## config.mk

```make
export PLATFORM = sky130hd
export DESIGN_NAME = digital_io_command_port
export DESIGN_NICKNAME = d
export VERILOG_FILES = /design/src/dio_pkg.sv /design/src/digital_io_command_port.sv
export SDC_FILE = /design/constraint.sdc
export NUM_CORES = 1
export LEC_CHECK = 0
export ABC_AREA = 1
export BUFFER_PORTS_ARGS = -buffer_cell sky130_fd_sc_hd__buf_4
export CORE_AREA = 2 2 349 178
export CTS_CLUSTER_SIZE = 20
export DETAILED_ROUTE_END_ITERATION = 8
export DIE_AREA = 0 0 351 180
export PLACE_DENSITY = 0.61
export SLEW_MARGIN = 15
export SYNTH_ARGS = -nofsm -noshare
export SYNTH_HDL_FRONTEND = slang
export SYNTH_SLANG_ARGS = --single-unit
```

## constraint.sdc

```tcl
create_clock -name CLK -period 2.6 [get_ports CLK]
set_input_delay 0 -clock CLK [delete_from_list [all_inputs] [get_ports CLK]]
set_output_delay 0 -clock CLK [all_outputs]
set_load 0.005 [all_outputs]
```

## src/dio_pkg.sv

```systemverilog
package dio_pkg;
  localparam int OUT_W = 8;
  localparam int XOUT_W = 8;
  localparam int EXT_W = 64;
  localparam int GRP_W = 8;
  localparam int NGRP = 8;
  localparam int IN_W = 96;
  localparam int NUM_W = 7;
  localparam int EXT_FIRST = 17;
  localparam logic [7:0] OUT_RST = 8'h00;
  localparam logic [7:0] DIR_RST = 8'h00;
  localparam logic [63:0] EXT_RST = 64'h0;
  localparam logic [95:0] GRP_RST = 96'h0;
  typedef enum logic [2:0] {
    CMD_SET_BIT, CMD_CLR_BIT, CMD_WR_BIT, CMD_WR_WORD,
    CMD_SET_DIR, CMD_RD_GROUP, CMD_RD_BIT, CMD_HOLD
  } cmd_t;
endpackage : dio_pkg

```

## src/digital_io_command_port.sv

```systemverilog
// Functional notes
// - 8-bit output port plus 64 configurable points
// - large variants add 8 further outputs
// - set/clear bit touches only output n
// - conditional bit: nonzero sets, zero clears
// - word write loads port, bit0 is output 1
// - word bit 1 on, 0 off
// - single query returns level, inputs 1..96
// - group query reports all inputs
// - hold until input high, negated until low
// - direction per group of eight, 1 output
`timescale 1ns/1ps
module digital_io_command_port (
  // clock and reset
  input wire logic CLK,
  input wire logic ARST_N,
  // command port
  input wire logic CMD_VALID,
  input wire dio_pkg::cmd_t CMD_OP,
  input wire logic [6:0] CMD_NUM,
  input wire logic CMD_NEG,
  input wire logic [31:0] CMD_ARG,
  output logic CMD_READY,
  output logic RSP_VALID,
  output logic RSP_BIT,
  output logic [95:0] RSP_GROUP,
  // pins
  input wire logic [95:0] IN_PINS,
  output logic [7:0] OUT_PORT,
  output logic [7:0] OUT_EXTRA,
  output logic [63:0] EXT_OUT,
  output logic [63:0] EXT_OE
);
  typedef struct packed {
    logic [95:0] sync1;
    logic [95:0] sync2;
    logic [7:0] outp;
    logic [7:0] outx;
    logic [63:0] ext;
    logic [7:0] dir;
    logic [63:0] oe;
    logic holding;
    logic [6:0] hold_num;
    logic hold_neg;
    logic ready;
    logic rsp_valid;
    logic rsp_bit;
    logic [95:0] rsp_group;
  } state_t;

  state_t st_ff;
  state_t nxt_st;
  logic [95:0] level;

  // output n numbers: 1..8 port, 9..16 extra, 17..80 extended
  function automatic logic in_range(input logic [6:0] n, input int lo, input int hi);
    in_range = (int'(n) >= lo) && (int'(n) <= hi);
  endfunction : in_range

  // input n is 1-based; out of range reads low
  function automatic logic pick(input logic [95:0] v, input logic [6:0] n);
    pick = in_range(n, 1, dio_pkg::IN_W) ? v[7'(n - 7'd1)] : 1'b0;
  endfunction : pick

  // extended points configured as outputs read back the driven value
  genvar g;
  generate
    for (g = 0; g < dio_pkg::NGRP; g++) begin : gl
      assign level[16 + g*8 +: 8] = st_ff.dir[g] ? st_ff.ext[g*8 +: 8]
                                                  : st_ff.sync2[16 + g*8 +: 8];
    end
  endgenerate
  assign level[15:0] = st_ff.sync2[15:0];
  assign level[95:80] = st_ff.sync2[95:80];

  always_comb begin
    logic v;
    logic [6:0] idx;
    v = 1'b0;
    idx = 7'(CMD_NUM - 7'd1);
    nxt_st = st_ff;
    nxt_st.sync1 = IN_PINS;
    nxt_st.sync2 = st_ff.sync1;
    nxt_st.rsp_valid = 1'b0;
    for (int k = 0; k < dio_pkg::NGRP; k++) begin
      nxt_st.oe[k*8 +: 8] = {8{st_ff.dir[k]}};
    end
    if (st_ff.holding) begin
      if (pick(level, st_ff.hold_num) != st_ff.hold_neg) begin
        nxt_st.holding = 1'b0;
        nxt_st.ready = 1'b1;
        nxt_st.rsp_valid = 1'b1;
      end
    end else if (CMD_VALID) begin
      v = (CMD_OP == dio_pkg::CMD_SET_BIT) ? 1'b1 :
          (CMD_OP == dio_pkg::CMD_CLR_BIT) ? 1'b0 : (CMD_ARG != 32'h0);
      unique case (CMD_OP)
        dio_pkg::CMD_SET_BIT, dio_pkg::CMD_CLR_BIT, dio_pkg::CMD_WR_BIT: begin
          if (in_range(CMD_NUM, 1, 8)) begin
            nxt_st.outp[idx[2:0]] = v;
          end else if (in_range(CMD_NUM, 9, 16)) begin
            nxt_st.outx[idx[2:0]] = v;
          end else if (in_range(CMD_NUM, dio_pkg::EXT_FIRST, 80)) begin
            nxt_st.ext[6'(idx - 7'd16)] = v;
          end
          nxt_st.rsp_valid = 1'b1;
        end
        dio_pkg::CMD_WR_WORD: begin
          nxt_st.outp = CMD_ARG[7:0];
          nxt_st.rsp_valid = 1'b1;
        end
        dio_pkg::CMD_SET_DIR: begin
          nxt_st.dir = CMD_ARG[7:0];
          nxt_st.rsp_valid = 1'b1;
        end
        dio_pkg::CMD_RD_GROUP: begin
          nxt_st.rsp_group = level;
          nxt_st.rsp_valid = 1'b1;
        end
        dio_pkg::CMD_RD_BIT: begin
          nxt_st.rsp_bit = pick(level, CMD_NUM);
          nxt_st.rsp_valid = 1'b1;
        end
        dio_pkg::CMD_HOLD: begin
          nxt_st.holding = 1'b1;
          nxt_st.hold_num = CMD_NUM;
          nxt_st.hold_neg = CMD_NEG;
          nxt_st.ready = 1'b0;
        end
      endcase
    end
  end

  always_ff @(posedge CLK or negedge ARST_N) begin
    if (!ARST_N) begin
      st_ff <= '{sync1: dio_pkg::GRP_RST, sync2: dio_pkg::GRP_RST,
                 outp: dio_pkg::OUT_RST, outx: dio_pkg::OUT_RST,
                 ext: dio_pkg::EXT_RST, dir: dio_pkg::DIR_RST, oe: dio_pkg::EXT_RST,
                 holding: 1'b0, hold_num: 7'h00, hold_neg: 1'b0, ready: 1'b1,
                 rsp_valid: 1'b0, rsp_bit: 1'b0,
                 rsp_group: dio_pkg::GRP_RST};
    end else begin
      st_ff <= nxt_st;
    end
  end

  assign CMD_READY = st_ff.ready;
  assign RSP_VALID = st_ff.rsp_valid;
  assign RSP_BIT = st_ff.rsp_bit;
  assign RSP_GROUP = st_ff.rsp_group;
  assign OUT_PORT = st_ff.outp;
  assign OUT_EXTRA = st_ff.outx;
  assign EXT_OUT = st_ff.ext;
  assign EXT_OE = st_ff.oe;

  a_word_write: assert property (@(posedge CLK) disable iff (!ARST_N)
    CMD_VALID && CMD_READY && CMD_OP == dio_pkg::CMD_WR_WORD
    |=> OUT_PORT == $past(CMD_ARG[7:0]) && RSP_VALID)
    else $error("word write not loaded");
  a_word_only: assert property (@(posedge CLK) disable iff (!ARST_N)
    CMD_VALID && CMD_READY && CMD_OP == dio_pkg::CMD_WR_WORD
    |=> $stable(OUT_EXTRA) && $stable(EXT_OUT))
    else $error("word write touched other outputs");
  a_set_bit: assert property (@(posedge CLK) disable iff (!ARST_N)
    CMD_VALID && CMD_READY && CMD_OP == dio_pkg::CMD_SET_BIT && CMD_NUM >= 7'd1
    && CMD_NUM <= 7'd8 |=> OUT_PORT == ($past(OUT_PORT) | (8'h01 << ($past(CMD_NUM) - 7'd1))))
    else $error("set bit wrong");
  a_clr_bit: assert property (@(posedge CLK) disable iff (!ARST_N)
    CMD_VALID && CMD_READY && CMD_OP == dio_pkg::CMD_CLR_BIT && CMD_NUM >= 7'd1
    && CMD_NUM <= 7'd8
    |=> OUT_PORT == ($past(OUT_PORT) & ~(8'h01 << ($past(CMD_NUM) - 7'd1))))
    else $error("clear bit wrong");
  a_set_only: assert property (@(posedge CLK) disable iff (!ARST_N)
    CMD_VALID && CMD_READY && CMD_OP inside {dio_pkg::CMD_SET_BIT, dio_pkg::CMD_CLR_BIT}
    && CMD_NUM >= 7'd1 && CMD_NUM <= 7'd8
    |=> $stable(OUT_EXTRA) && $stable(EXT_OUT))
    else $error("bit command touched other outputs");
  a_cond_bit: assert property (@(posedge CLK) disable iff (!ARST_N)
    CMD_VALID && CMD_READY && CMD_OP == dio_pkg::CMD_WR_BIT && CMD_NUM == 7'd1
    |=> OUT_PORT[0] == ($past(CMD_ARG) != 32'h0))
    else $error("conditional bit wrong");
  a_cond_any: assert property (@(posedge CLK) disable iff (!ARST_N)
    CMD_VALID && CMD_READY && CMD_OP == dio_pkg::CMD_WR_BIT && CMD_NUM >= 7'd1
    && CMD_NUM <= 7'd8
    |=> OUT_PORT[3'($past(CMD_NUM) - 7'd1)] == ($past(CMD_ARG) != 32'h0))
    else $error("conditional bit wrong at n");
  a_extra_set: assert property (@(posedge CLK) disable iff (!ARST_N)
    CMD_VALID && CMD_READY && CMD_OP == dio_pkg::CMD_SET_BIT && CMD_NUM == 7'd9
    |=> OUT_EXTRA[0] && $stable(OUT_PORT))
    else $error("extra output not set");
  a_ext_set: assert property (@(posedge CLK) disable iff (!ARST_N)
    CMD_VALID && CMD_READY && CMD_OP == dio_pkg::CMD_SET_BIT && CMD_NUM >= 7'd17
    && CMD_NUM <= 7'd80
    |=> EXT_OUT == ($past(EXT_OUT) | (64'h1 << ($past(CMD_NUM) - 7'd17))))
    else $error("extended output not set");
  a_sync_delay: assert property (@(posedge CLK) disable iff (!ARST_N)
    ##2 st_ff.sync2 == $past(IN_PINS, 2))
    else $error("input not synchronised twice");
  a_dir_load: assert property (@(posedge CLK) disable iff (!ARST_N)
    CMD_VALID && CMD_READY && CMD_OP == dio_pkg::CMD_SET_DIR
    |=> st_ff.dir == $past(CMD_ARG[7:0]) && RSP_VALID)
    else $error("direction not loaded");
  a_dir_oe: assert property (@(posedge CLK) disable iff (!ARST_N)
    CMD_VALID && CMD_READY && CMD_OP == dio_pkg::CMD_SET_DIR
    |=> ##1 EXT_OE[7:0] == {8{$past(CMD_ARG[0], 2)}})
    else $error("direction not applied");
  a_oe_top: assert property (@(posedge CLK) disable iff (!ARST_N)
    EXT_OE[63:56] == {8{$past(st_ff.dir[7])}})
    else $error("top group enable wrong");
  a_hold_stall: assert property (@(posedge CLK) disable iff (!ARST_N)
    CMD_VALID && CMD_READY && CMD_OP == dio_pkg::CMD_HOLD |=> !CMD_READY)
    else $error("hold did not stall");
  a_hold_ready: assert property (@(posedge CLK) disable iff (!ARST_N)
    CMD_READY == !st_ff.holding)
    else $error("ready disagrees with hold");
  a_hold_release: assert property (@(posedge CLK) disable iff (!ARST_N)
    st_ff.holding && pick(level, st_ff.hold_num) != st_ff.hold_neg |=> CMD_READY && RSP_VALID)
    else $error("hold not released");
  a_group_read: assert property (@(posedge CLK) disable iff (!ARST_N)
    CMD_VALID && CMD_READY && CMD_OP == dio_pkg::CMD_RD_GROUP |=> RSP_GROUP == $past(level))
    else $error("group read wrong");
  a_bit_read: assert property (@(posedge CLK) disable iff (!ARST_N)
    CMD_VALID && CMD_READY && CMD_OP == dio_pkg::CMD_RD_BIT
    |=> RSP_BIT == $past(pick(level, CMD_NUM)))
    else $error("bit read wrong");
  a_bit_range: assert property (@(posedge CLK) disable iff (!ARST_N)
    CMD_VALID && CMD_READY && CMD_OP == dio_pkg::CMD_RD_BIT
    && (CMD_NUM == 7'd0 || CMD_NUM > 7'd96)
    |=> !RSP_BIT && RSP_VALID)
    else $error("out of range input not low");
endmodule : digital_io_command_port

```

== Word-level counts from Yosys, hierarchy flattened ==
Cells that the tools add are included.

* Flip-flop bits (word level): 445
* Input port bits: 142

* Add/subtract/negate cells: 3
* $lt $le $gt $ge: 15
* Equal/unequal tests: 10
* Multiplexer cells: 34
* Bitwise logic cells: 3
* Reductions and logical operators: 22

{| class="wikitable"
|+ Operators with widths
! operator !! count
|-
| 108-bit 2-to-1 mux || 1
|-
| 96-bit 2-to-1 mux || 1
|-
| 8-bit 2-to-1 mux || 9
|-
| 64-bit bitwise mux || 1
|-
| 32-bit nonzero test || 1
|-
| 7-bit <= comparator (second input constant) || 3
|-
| 8-bit bitwise mux || 2
|-
| 7-bit by 8-bit < comparator with 1-bit output (second input constant) || 2
|-
| 8-bit one-hot mux with 2 select lines || 1
|-
| 3-bit AND reduction || 5
|-
| 1-bit binary-select mux with 7-bit select || 2
|-
| 7-bit by 1-bit greater-or-equal comparator with 1-bit output (second input constant) || 2
|-
| 7-bit by 1-bit subtractor with 7-bit output (second input constant) || 2
|-
| 3-bit equality test (second input constant) || 4
|-
| 1-bit 2-to-1 mux || 12
|-
| 10-bit 2-to-1 mux || 1
|-
| 7-bit by 4-bit greater-or-equal comparator with 1-bit output (second input constant) || 1
|-
| 7-bit by 5-bit greater-or-equal comparator with 1-bit output (second input constant) || 1
|-
| 7-bit by 4-bit <= comparator with 1-bit output (second input constant) || 1
|-
| 7-bit by 5-bit <= comparator with 1-bit output (second input constant) || 1
|-
| 1-bit logical AND || 7
|-
| 6-bit by 7-bit < comparator with 1-bit output (second input constant) || 1
|-
| 7-bit OR reduction || 1
|-
| 1-bit demux with 6-bit select || 1
|-
| 18 further kinds || 24
|}

== Logic depth before layout (Yosys ltp) ==
Gate-level depths: netlist (run 1).

* Word-level depth: 8
* Gate-level depth with buffers: 21
* Depth with buffers taken out: 18

== Least setup slack after synthesis (run 1) ==
No wires, ideal clock.

* Path kind: flip-flop to flip-flop
* Start point: register st_ff[100] (netlist bit)
* End point: register st_ff, in the netlist RSP_VALID
* Arrival: 2.408 ns
* Required time: 2.481 ns
* Path slack: 0.073 ns
* Cell stages (with the launch flop): 19
* Period minus slack after synthesis: 2.527 ns
* Cells stage by stage: dfrtp_1 buf_2 inv_2 buf_2 buf_2 ha_1 inv_2 clkbuf_1 o211ai_1 nand3_1 nand3_1 nand2_1 inv_1 nand2_1 a21oi_1 nor2_1 nand3_1 nand3_1 nand2_1

{| class="wikitable"
|+ RTL lines
! item !! line !! source
|-
| start, declared || digital_io_command_port.sv:51 || <nowiki>state_t st_ff;</nowiki>
|-
| start signal, assigned || digital_io_command_port.sv:136 || <nowiki>st_ff <= '{sync1: dio_pkg::GRP_RST, sync2: dio_pkg::GRP_RST,</nowiki>
|-
| start signal, assigned || digital_io_command_port.sv:143 || <nowiki>st_ff <= nxt_st;</nowiki>
|}

== Worst setup path after layout (run 1) ==
* Start point: register st_ff[101] (netlist bit)
* End point: register st_ff, in the netlist CMD_READY

* Word-level cells in the longest chain between the ends: 7
* Elaborated cells between the ends (all ways): 10
* Those cells by class: add/sub (1); order compare (2); eq/ne (2); mux (3); reduce/logical (2)

{| class="wikitable"
|+ RTL lines
! item !! line !! source
|-
| 7-bit by 1-bit subtractor with 7-bit output || digital_io_command_port.sv:62 || <nowiki>pick = in_range(n, 1, dio_pkg::IN_W) ? v[7'(n - 7'd1)] : 1'b0;</nowiki>
|-
| 1-bit binary-select mux with 7-bit select || digital_io_command_port.sv:62 ||
|-
| 1-bit 2-to-1 mux (implied by the code) || digital_io_command_port.sv:62 ||
|-
| 1-bit 2-to-1 mux * || digital_io_command_port.sv:62 ||
|-
| 1-bit inequality test * || digital_io_command_port.sv:89 || <nowiki>if (pick(level, st_ff.hold_num) != st_ff.hold_neg) begin</nowiki>
|-
| 2-bit by 1-bit inequality test with 1-bit output (no source line) * || -- ||
|-
| 3-bit AND reduction (no source line) * || -- ||
|}

Every way passes the cells marked *; elsewhere a longest branch is shown, timed or not. The select of a mux whose other input is x is not followed.
A chain may end at the register's enable or synchronous reset.

==> results.md, run 1 <==
* Result of the run: completed
* # fillers at 6036
* Warnings from Yosys at 0
* Layout Skew at 0.01606 ns
* Simple logic cell fraction of the synthesized area at 0.1766
* Startpoint types: flop
* Count of unresolved DRC violations after routing at 0
* Cell Pwr Density at 967.0 mW/mm^2
* Remaining antenna violation count after routing at 0
* Max Fanout on Critical Path at 17
* Launching element of the worst setup path: st_ff[101]
* Adder and majority cell fraction of the synthesized area at 0.003495
* Proportion of register bits with asynchronous set or reset after synthesis at 1.000
* Yosys reg bits at 396
* Synth Area per Inst at 9.367 um^2
* Predominant post-synthesis flop cell: sky130_fd_sc_hd__dfrtp_1
* CTS tree: done
* Boundary Pins at 385
* Overall power of the completed layout at 22.17 mW
* WL per Instance at 21.19 um
* Unrepaired setup endpoints after global routing: no
* Mux contribution to synthesized area at 0.002516
* Clock Tree Root: sky130_fd_sc_hd__clkbuf_16
* Crit path arrival time at 2.90 ns
* Crit. End Element: flop
* Seq/Total Area, Yosys at 0.5537
* Number of cell rows at 64
* Global-route wire length before repair at 94670 um
* Period Utilization, post-route at 0.9171
* Non-filler cells, final at 3058
* Clk pin slew, worst setup/hold paths at 0.07 ns
* Highest clock frequency the design can meet at 419.4 MHz
* Overall Global Routing Usage at 0.2015
* Total Nets Final at 2349
* Worst flop-to-flop path startpoint: st_ff[101]
* Hold Vio Cnt, Final at 0
* Critical path start-end classification: flop to flop
* Relative slew margins at 0.5115
* Post-synth cell types at 50
* Required @ worst endpoint at 3.11 ns
* IO Port Bufs at 384
* Max rail drop VDD at 0.5052 mV
* Static leakage at 10.58 nW
* Share of the synthesized netlist area taken by xor and xnor gates at 0.003984
* Post-detailed-routing wire length at 64810 um
* Number of vias after detailed routing at 14.60k
* Maximum clock insertion buffer count at 3
* Weighted congestion reported at the end of routability-driven placement at 0.8971
* H-tree level count at 2
* Number of enable flip-flop cells after synthesis at 0
* Clock latency on the worst-skew pair at 0.56 ns
* Total overflow reported by the global router at 0
* Path class of the lowest-slack min-delay path: input pin to asynchronous set/reset pin
* Placed Cells incl. Taps at 2869
* Syn nets at 2058
* Netlist area before placement at 0.01790 mm^2
* Max-cap violation count at 0
* Area growth from synthesis to final layout at 28.07%
* Clock Sinks at 396
* Worst slew pin tran at 0.7307 ns
* Number of global-route vias before repair at 14.25k
* Count of final setup violators at 0
* Setup TNS Final at 0 ns
* Fraction of the core area covered by cells at the end of the flow at 0.3802
* Num CTS Buffers at 40
* Post-detailed-route via-to-cell ratio at 4.773
* Final Hold Slack at 0.04093 ns
* HPWL after detailed placement at 49460 um
* Number of pins exceeding their max-slew limit in the final report at 0
* Combinational family with the most area after synthesis: simple AND/OR/NAND/NOR gates
* Number of antenna cells inserted at 0
* Detailed Routing Iterations Pass 1 at 6
* Post-layout minimum cycle time at 2.384 ns
* Area of the placeable core at 0.06030 mm^2
* Number of instances in the synthesized netlist at 1911
* Antenna violations before repair at 0
* Height of the die at 180 um
* Pin count of the biggest net entering global routing at 107
* First DRT Iteration DRCs at 1561
* Fraction of final layout cells with drive strength greater than 1 at 0.2584
* Compound-gate portion of the synthesized area at 0.1141
* Post-CTS sizing at 0
* Die ar. at 0.06318 mm^2
* Die X-Extent at 351 um
* Initial cell density of the core at 0.2969
-- metrics by stage --
step                      worst slack [ns]  instance area (um^2)
after global placement              0.2842                 20340
after detailed placement            0.2957                 20340
after floorplan                    0.07254                 17900
final                               0.2155                 22920
after global routing               0.02696                 22920
after CTS                           0.2951                 22920
-- timing repair --
action,in CTS,in global routing
endpoints found under the setup margin,0,0
setup buffers,0,0
hold endpoints to repair,307,0
hold buffers,116,0
-- where the power goes --
group	switching [mW]	internal [mW]
Combinational	4.37	3.28
Sequential	0.883	7.28
Clock	2.65	3.70
Total	7.90	14.3
-- cells in the mapped netlist (28+ instances only) --
cell	instances	share of area
sky130_fd_sc_hd__nand3_1	170	0.048
sky130_fd_sc_hd__o21ai_0	76	0.021
sky130_fd_sc_hd__nor2_1	149	0.031
sky130_fd_sc_hd__inv_1	93	0.020
sky130_fd_sc_hd__and2_1	28	0.0098
sky130_fd_sc_hd__clkbuf_1	33	0.0069
sky130_fd_sc_hd__dfrtp_1	395	0.55
sky130_fd_sc_hd__buf_2	46	0.013
sky130_fd_sc_hd__a21oi_1	136	0.038
sky130_fd_sc_hd__a31oi_1	38	0.013
sky130_fd_sc_hd__o31ai_1	53	0.022
sky130_fd_sc_hd__buf_4	242	0.10
sky130_fd_sc_hd__nand2_1	322	0.068
-- cell families (layout without fill, tap and decap cells) --
| group | Yosys count | in the layout |
|---|---|---|
| fa+ha+maj | 5 | 5 |
| buf+inv | 433 | 755 |
| xor+xnor | 6 | 6 |
| flops | 396 | 396 |
| compound gates | 350 | 350 |
| mux | 4 | 4 |
| simple gates | 717 | 717 |
-- routing by layer --
| layer | track usage | part of all wire |
|---|---|---|
| met5 | 0 | 0 |
| met2 | 0.2799 | 0.41 |
| met3 | 0.07295 | 0.11 |
| met4 | 0.04189 | 0.019 |
| met1 | 0.2971 | 0.46 |
-- critical path: stages (launching register included) --
cell and delay, ns:
sky130_fd_sc_hd__dfrtp_1 0.36, sky130_fd_sc_hd__inv_1 0.12, sky130_fd_sc_hd__ha_1 0.28, sky130_fd_sc_hd__inv_2 0.07, sky130_fd_sc_hd__buf_4 0.25, sky130_fd_sc_hd__nand3_1 0.12
sky130_fd_sc_hd__nand3_1 0.22, sky130_fd_sc_hd__nand3_1 0.12, sky130_fd_sc_hd__nand2_1 0.07, sky130_fd_sc_hd__nand2_1 0.05, sky130_fd_sc_hd__nand2_1 0.05, sky130_fd_sc_hd__nand2_1 0.04
sky130_fd_sc_hd__nor2_1 0.21, sky130_fd_sc_hd__nand2_1 0.11, sky130_fd_sc_hd__nand2_1 0.07, sky130_fd_sc_hd__nand3_1 0.08, sky130_fd_sc_hd__nand2_1 0.07
-- cell usage in the layout, fill, tap and decap left out, types with 10 or more instances in the layout --
cell type | synthesis | final
sky130_fd_sc_hd__dfrtp_1 | 395 | 394
sky130_fd_sc_hd__o22ai_1 | 16 | 16
sky130_fd_sc_hd__a21oi_1 | 136 | 136
sky130_fd_sc_hd__clkbuf_16 | 0 | 41
sky130_fd_sc_hd__dlygate4sd3_1 | 0 | 116
sky130_fd_sc_hd__o31ai_1 | 53 | 53
sky130_fd_sc_hd__buf_4 | 242 | 453
sky130_fd_sc_hd__inv_1 | 93 | 93
sky130_fd_sc_hd__nor2_1 | 149 | 149
sky130_fd_sc_hd__nand3_1 | 170 | 170
sky130_fd_sc_hd__o211ai_1 | 10 | 10
sky130_fd_sc_hd__o21ai_0 | 76 | 76
sky130_fd_sc_hd__nand2_1 | 322 | 322
sky130_fd_sc_hd__and2_1 | 28 | 28
sky130_fd_sc_hd__a31oi_1 | 38 | 38
-- final cells by class --
type / instances / area [um^2] / share of cell area
multi-input combinational: 1082 / 5426 / 0.2367
sequential: 396 / 9912 / 0.4324
tap: 825 / 1032 / 0.04503
clock inverter: 22 / 302.8 / 0.01321
inverter: 104 / 390.4 / 0.01703
clock buffer: 51 / 1124 / 0.04901
timing repair buffer: 578 / 4737 / 0.2066
-- state kept, by name, indices dropped and copies added, names as in the netlist --
register   cells
EXT_OUT       64
nxt_st       104
OUT_PORT       8
RSP_VALID      1
EXT_OE         8
st_ff         73
level         32
CMD_READY      1
RSP_BIT        1
OUT_EXTRA      8
RSP_GROUP     96
-- final timing paths --
kind	end	slack, ns	cells after the start
max reg2reg	CMD_READY	0.22	16
max	CMD_READY	0.22	16
min in group CLK	nxt_st[274]	0.09	2
max in group asynchronous	RSP_GROUP[28]	1.63	3
min reg2reg	st_ff[320]	0.34	0
min	nxt_st[303]	0.04	2
No activity file was read; power rests on OpenSTA's default activity.
==> run 2, diff against run 1 <==
- PLACE_DENSITY: 0.61 -> 0.59
- clock period: 2.6 -> 3.1 ns (I/O delays scaled with it)
==> run 2 against run 1 <==
Effect of this change: the run now ends with negative hold slack left; via count shrank 0.75%; clock skew grew 0.0044 ns; combinational power shrank 20%; sequential share of layout area grew 0.33 points; hold slack lost 0.042 ns; final cell count shrank 0.69%; register-to-register slack gained 0.25 ns; die area is the same; utilization shrank 0.29 points; count of clock-buffer cells in the layout shrank 6; clock power shrank 15%; largest power group unchanged.
==> results.md, run 2 (same netlist as run 1, synthesis figures left out) <==
* Result of the run: finished with violations
* Violations in the final reports: negative hold slack
* Area growth from synthesis to final layout at 27.09%
* Number of vias after detailed routing at 14.49k (-0.75%)
* Cell Pwr Density at 810.4 mW/mm^2 (-16%)
* Setup TNS Final at 0 ns (unchanged)
* Max stage delay on crit path at 0.58 ns (+0.22 ns)
* Path class of the lowest-slack min-delay path: input pin to asynchronous set/reset pin
* Detailed Routing Iterations Pass 1 at 6 (unchanged)
* Startpoint types: input pin
* Maximum clock insertion buffer count at 3 (unchanged)
* Pin count of the biggest net entering global routing at 96 (-10%)
* CTS tree: done
* Most frequent cells in the layout: 430 x sky130_fd_sc_hd__buf_4, 394 x sky130_fd_sc_hd__dfrtp_1, 322 x sky130_fd_sc_hd__nand2_1, 169 x sky130_fd_sc_hd__nand3_1, 149 x sky130_fd_sc_hd__nor2_1
* Layout Skew at 0.02048 ns (+0.004423 ns)
* Most used cell along the critical path: sky130_fd_sc_hd__nand2_1
* Clock Sinks at 396 (unchanged)
* Total overflow reported by the global router at 0 (unchanged)
* Clock latency on the worst-skew pair at 0.57 ns (about the same)
* Critical path start-end classification: input pin to flop
* Static leakage at 10.43 nW (-1.4%)
* Num CTS Buffers at 40 (unchanged)
* Area of the placeable core at 0.06030 mm^2 (unchanged)
* Max Fanout on Critical Path at 12 (-5)
* Overall Global Routing Usage at 0.2028 (+0.001273)
* Relative slew margins at 0.4935 (-0.01803)
* Number of pins exceeding their max-slew limit in the final report at 0 (unchanged)
* Number of flip-flops under the largest register name at 104 (unchanged)
* Clock Tree Root: sky130_fd_sc_hd__clkbuf_16
* Height of the die at 180 um (unchanged)
* Final Hold Slack at -0.001316 ns (-0.04224 ns)
* Count of unresolved DRC violations after routing at 0 (unchanged)
* First DRT Iteration DRCs at 1522 (-2.5%)
* Initial cell density of the core at 0.2969 (unchanged)
* Hold Vio Cnt, Final at 2 (+2)
* Period Utilization, post-route at 0.8886
* H-tree level count at 2 (unchanged)
* Post-detailed-routing wire length at 65400 um (+0.91%)
* Worst slew pin tran at 0.7561 ns (+0.02537 ns)
* Max rail drop VDD at 0.4213 mV (-17%)
* Weighted congestion reported at the end of routability-driven placement at 0.9206 (+2.6%)
* Post-layout minimum cycle time at 2.755 ns
* Antenna violations before repair at 4 (+4)
* Remaining antenna violation count after routing at 0 (unchanged)
* Most common cell after layout, fill and taps aside: sky130_fd_sc_hd__buf_4
* Post-detailed-route via-to-cell ratio at 4.770 (about the same)
* Unrepaired setup endpoints after global routing: no
* Number of cell rows at 64 (unchanged)
* Global-route wire length before repair at 94550 um (-0.13%)
* Boundary Pins at 385 (unchanged)
* HPWL after detailed placement at 48140 um (-2.7%)
* Total Nets Final at 2324 (-1.1%)
* Non-filler cells, final at 3037 (-0.69%)
* Highest clock frequency the design can meet at 363.0 MHz
* Placed Cells incl. Taps at 2844 (-0.87%)
* Die X-Extent at 351 um (unchanged)
* Crit path max-delay cell type: sky130_fd_sc_hd__dlygate4sd3_1
* WL per Instance at 21.54 um (+1.6%)
* # fillers at 6018 (-0.30%)
* Fraction of the core area covered by cells at the end of the flow at 0.3773 (-0.002905)
* Die ar. at 0.06318 mm^2 (unchanged)
* Clk pin slew, worst setup/hold paths at 0.07 ns (about the same)
* Depth of the worst register-to-register path at 15 (-1)
* Crit path arrival time at 3.21 ns (+0.31 ns)
* Crit. End Element: flop
* Number of global-route vias before repair at 14.20k (-0.37%)
* Max-cap violation count at 0 (unchanged)
* Fraction of final layout cells with drive strength greater than 1 at 0.2523 (-0.006132)
* Count of final setup violators at 0 (unchanged)
* Required @ worst endpoint at 3.55 ns (+0.44 ns)
* CP cell instances: dlygate4sd3_1 > buf_4 > inv_2 > ha_1 > inv_1 > nand3_1 > buf_4 > nor2_1 > nor2_1 > nand3_1 > nand3b_1 > nand3_1 > nand2_1 > nand2_1 > nand2_1 > nand2_1 > nand2_1
* IO Port Bufs at 384 (unchanged)
## run 2: final timing paths
path	startpoint	end	slack, ns
setup reg to reg	st_ff[100]	RSP_VALID	0.47
setup / recovery	CMD_NUM[0]	RSP_BIT	0.35
hold reg to reg	nxt_st[293]	st_ff[293]	0.34
min in group CLK	CMD_OP[1]	RSP_BIT	0.01
hold / removal	ARST_N	nxt_st[330]	-0.001
max in group asynchronous	ARST_N	st_ff[317]	2.13
## run 2: area by class of cell
type	count	area, um^2	share of cell area
flip-flops and latches	396	9912	0.4357
multi-input cells	1082	5431	0.2388
repair buffers	553	4524	0.1989
clock buffers	45	1071	0.04708
well taps	825	1032	0.04537
inverters	104	394.1	0.01732
clock inverters	28	374.1	0.01644
diodes	4	10.01	0.0004400
## run 2: power by group
group	internal (mW)	switching (mW)	total, mW
clock network	3.13	2.27	5.39
registers	6.11	0.799	6.91
logic	2.64	3.50	6.14
total	11.9	6.57	18.4
## run 2: worst max-delay path: cells and delay by family
kind / cells / cell delay (ns)
AND/OR/NAND/NOR: 11 / 1.29
adder cells (fa/ha/maj): 1 / 0.48
buffers and inverters: 5 / 1.41
## run 2: through the flow
| stage | hold WS, ns | power [mW] | instance area (um^2) | worst slack (ns) |
|---|---|---|---|---|
| 2_1_floorplan | -0.2956 | 10.75 | 17900 | 0.5725 |
| 3_3_place_gp | 0.04399 | 12.92 | 20120 | 0.3580 |
| 3_5_place_dp | 0.04520 | 12.96 | 20120 | 0.2359 |
| 4_1_cts | 0.01328 | 18.54 | 22730 | 0.1985 |
| 5_1_grt | 0.04364 | 19.41 | 22750 | 0.2023 |
| 6_report | -0.001316 | 18.44 | 22750 | 0.3453 |
## run 2: routing by layer
metal | vias to the layer above | share of wire | GRT usage
met2 | 679 | 0.42 | 0.2886
met3 | 70 | 0.10 | 0.06467
met4 | 0 | 0.014 | 0.03330
met5 | - | 0 | 0
met1 | 7101 | 0.47 | 0.3021
li1 | 6635 | - | -
## run 2: what timing repair did
action                                  4_1_cts  5_1_grt
hold buffers                                116        0
setup buffers                                 0        0
resized for setup                             0        2
hold endpoints to repair                    272        0
endpoints found under the setup margin        0        6
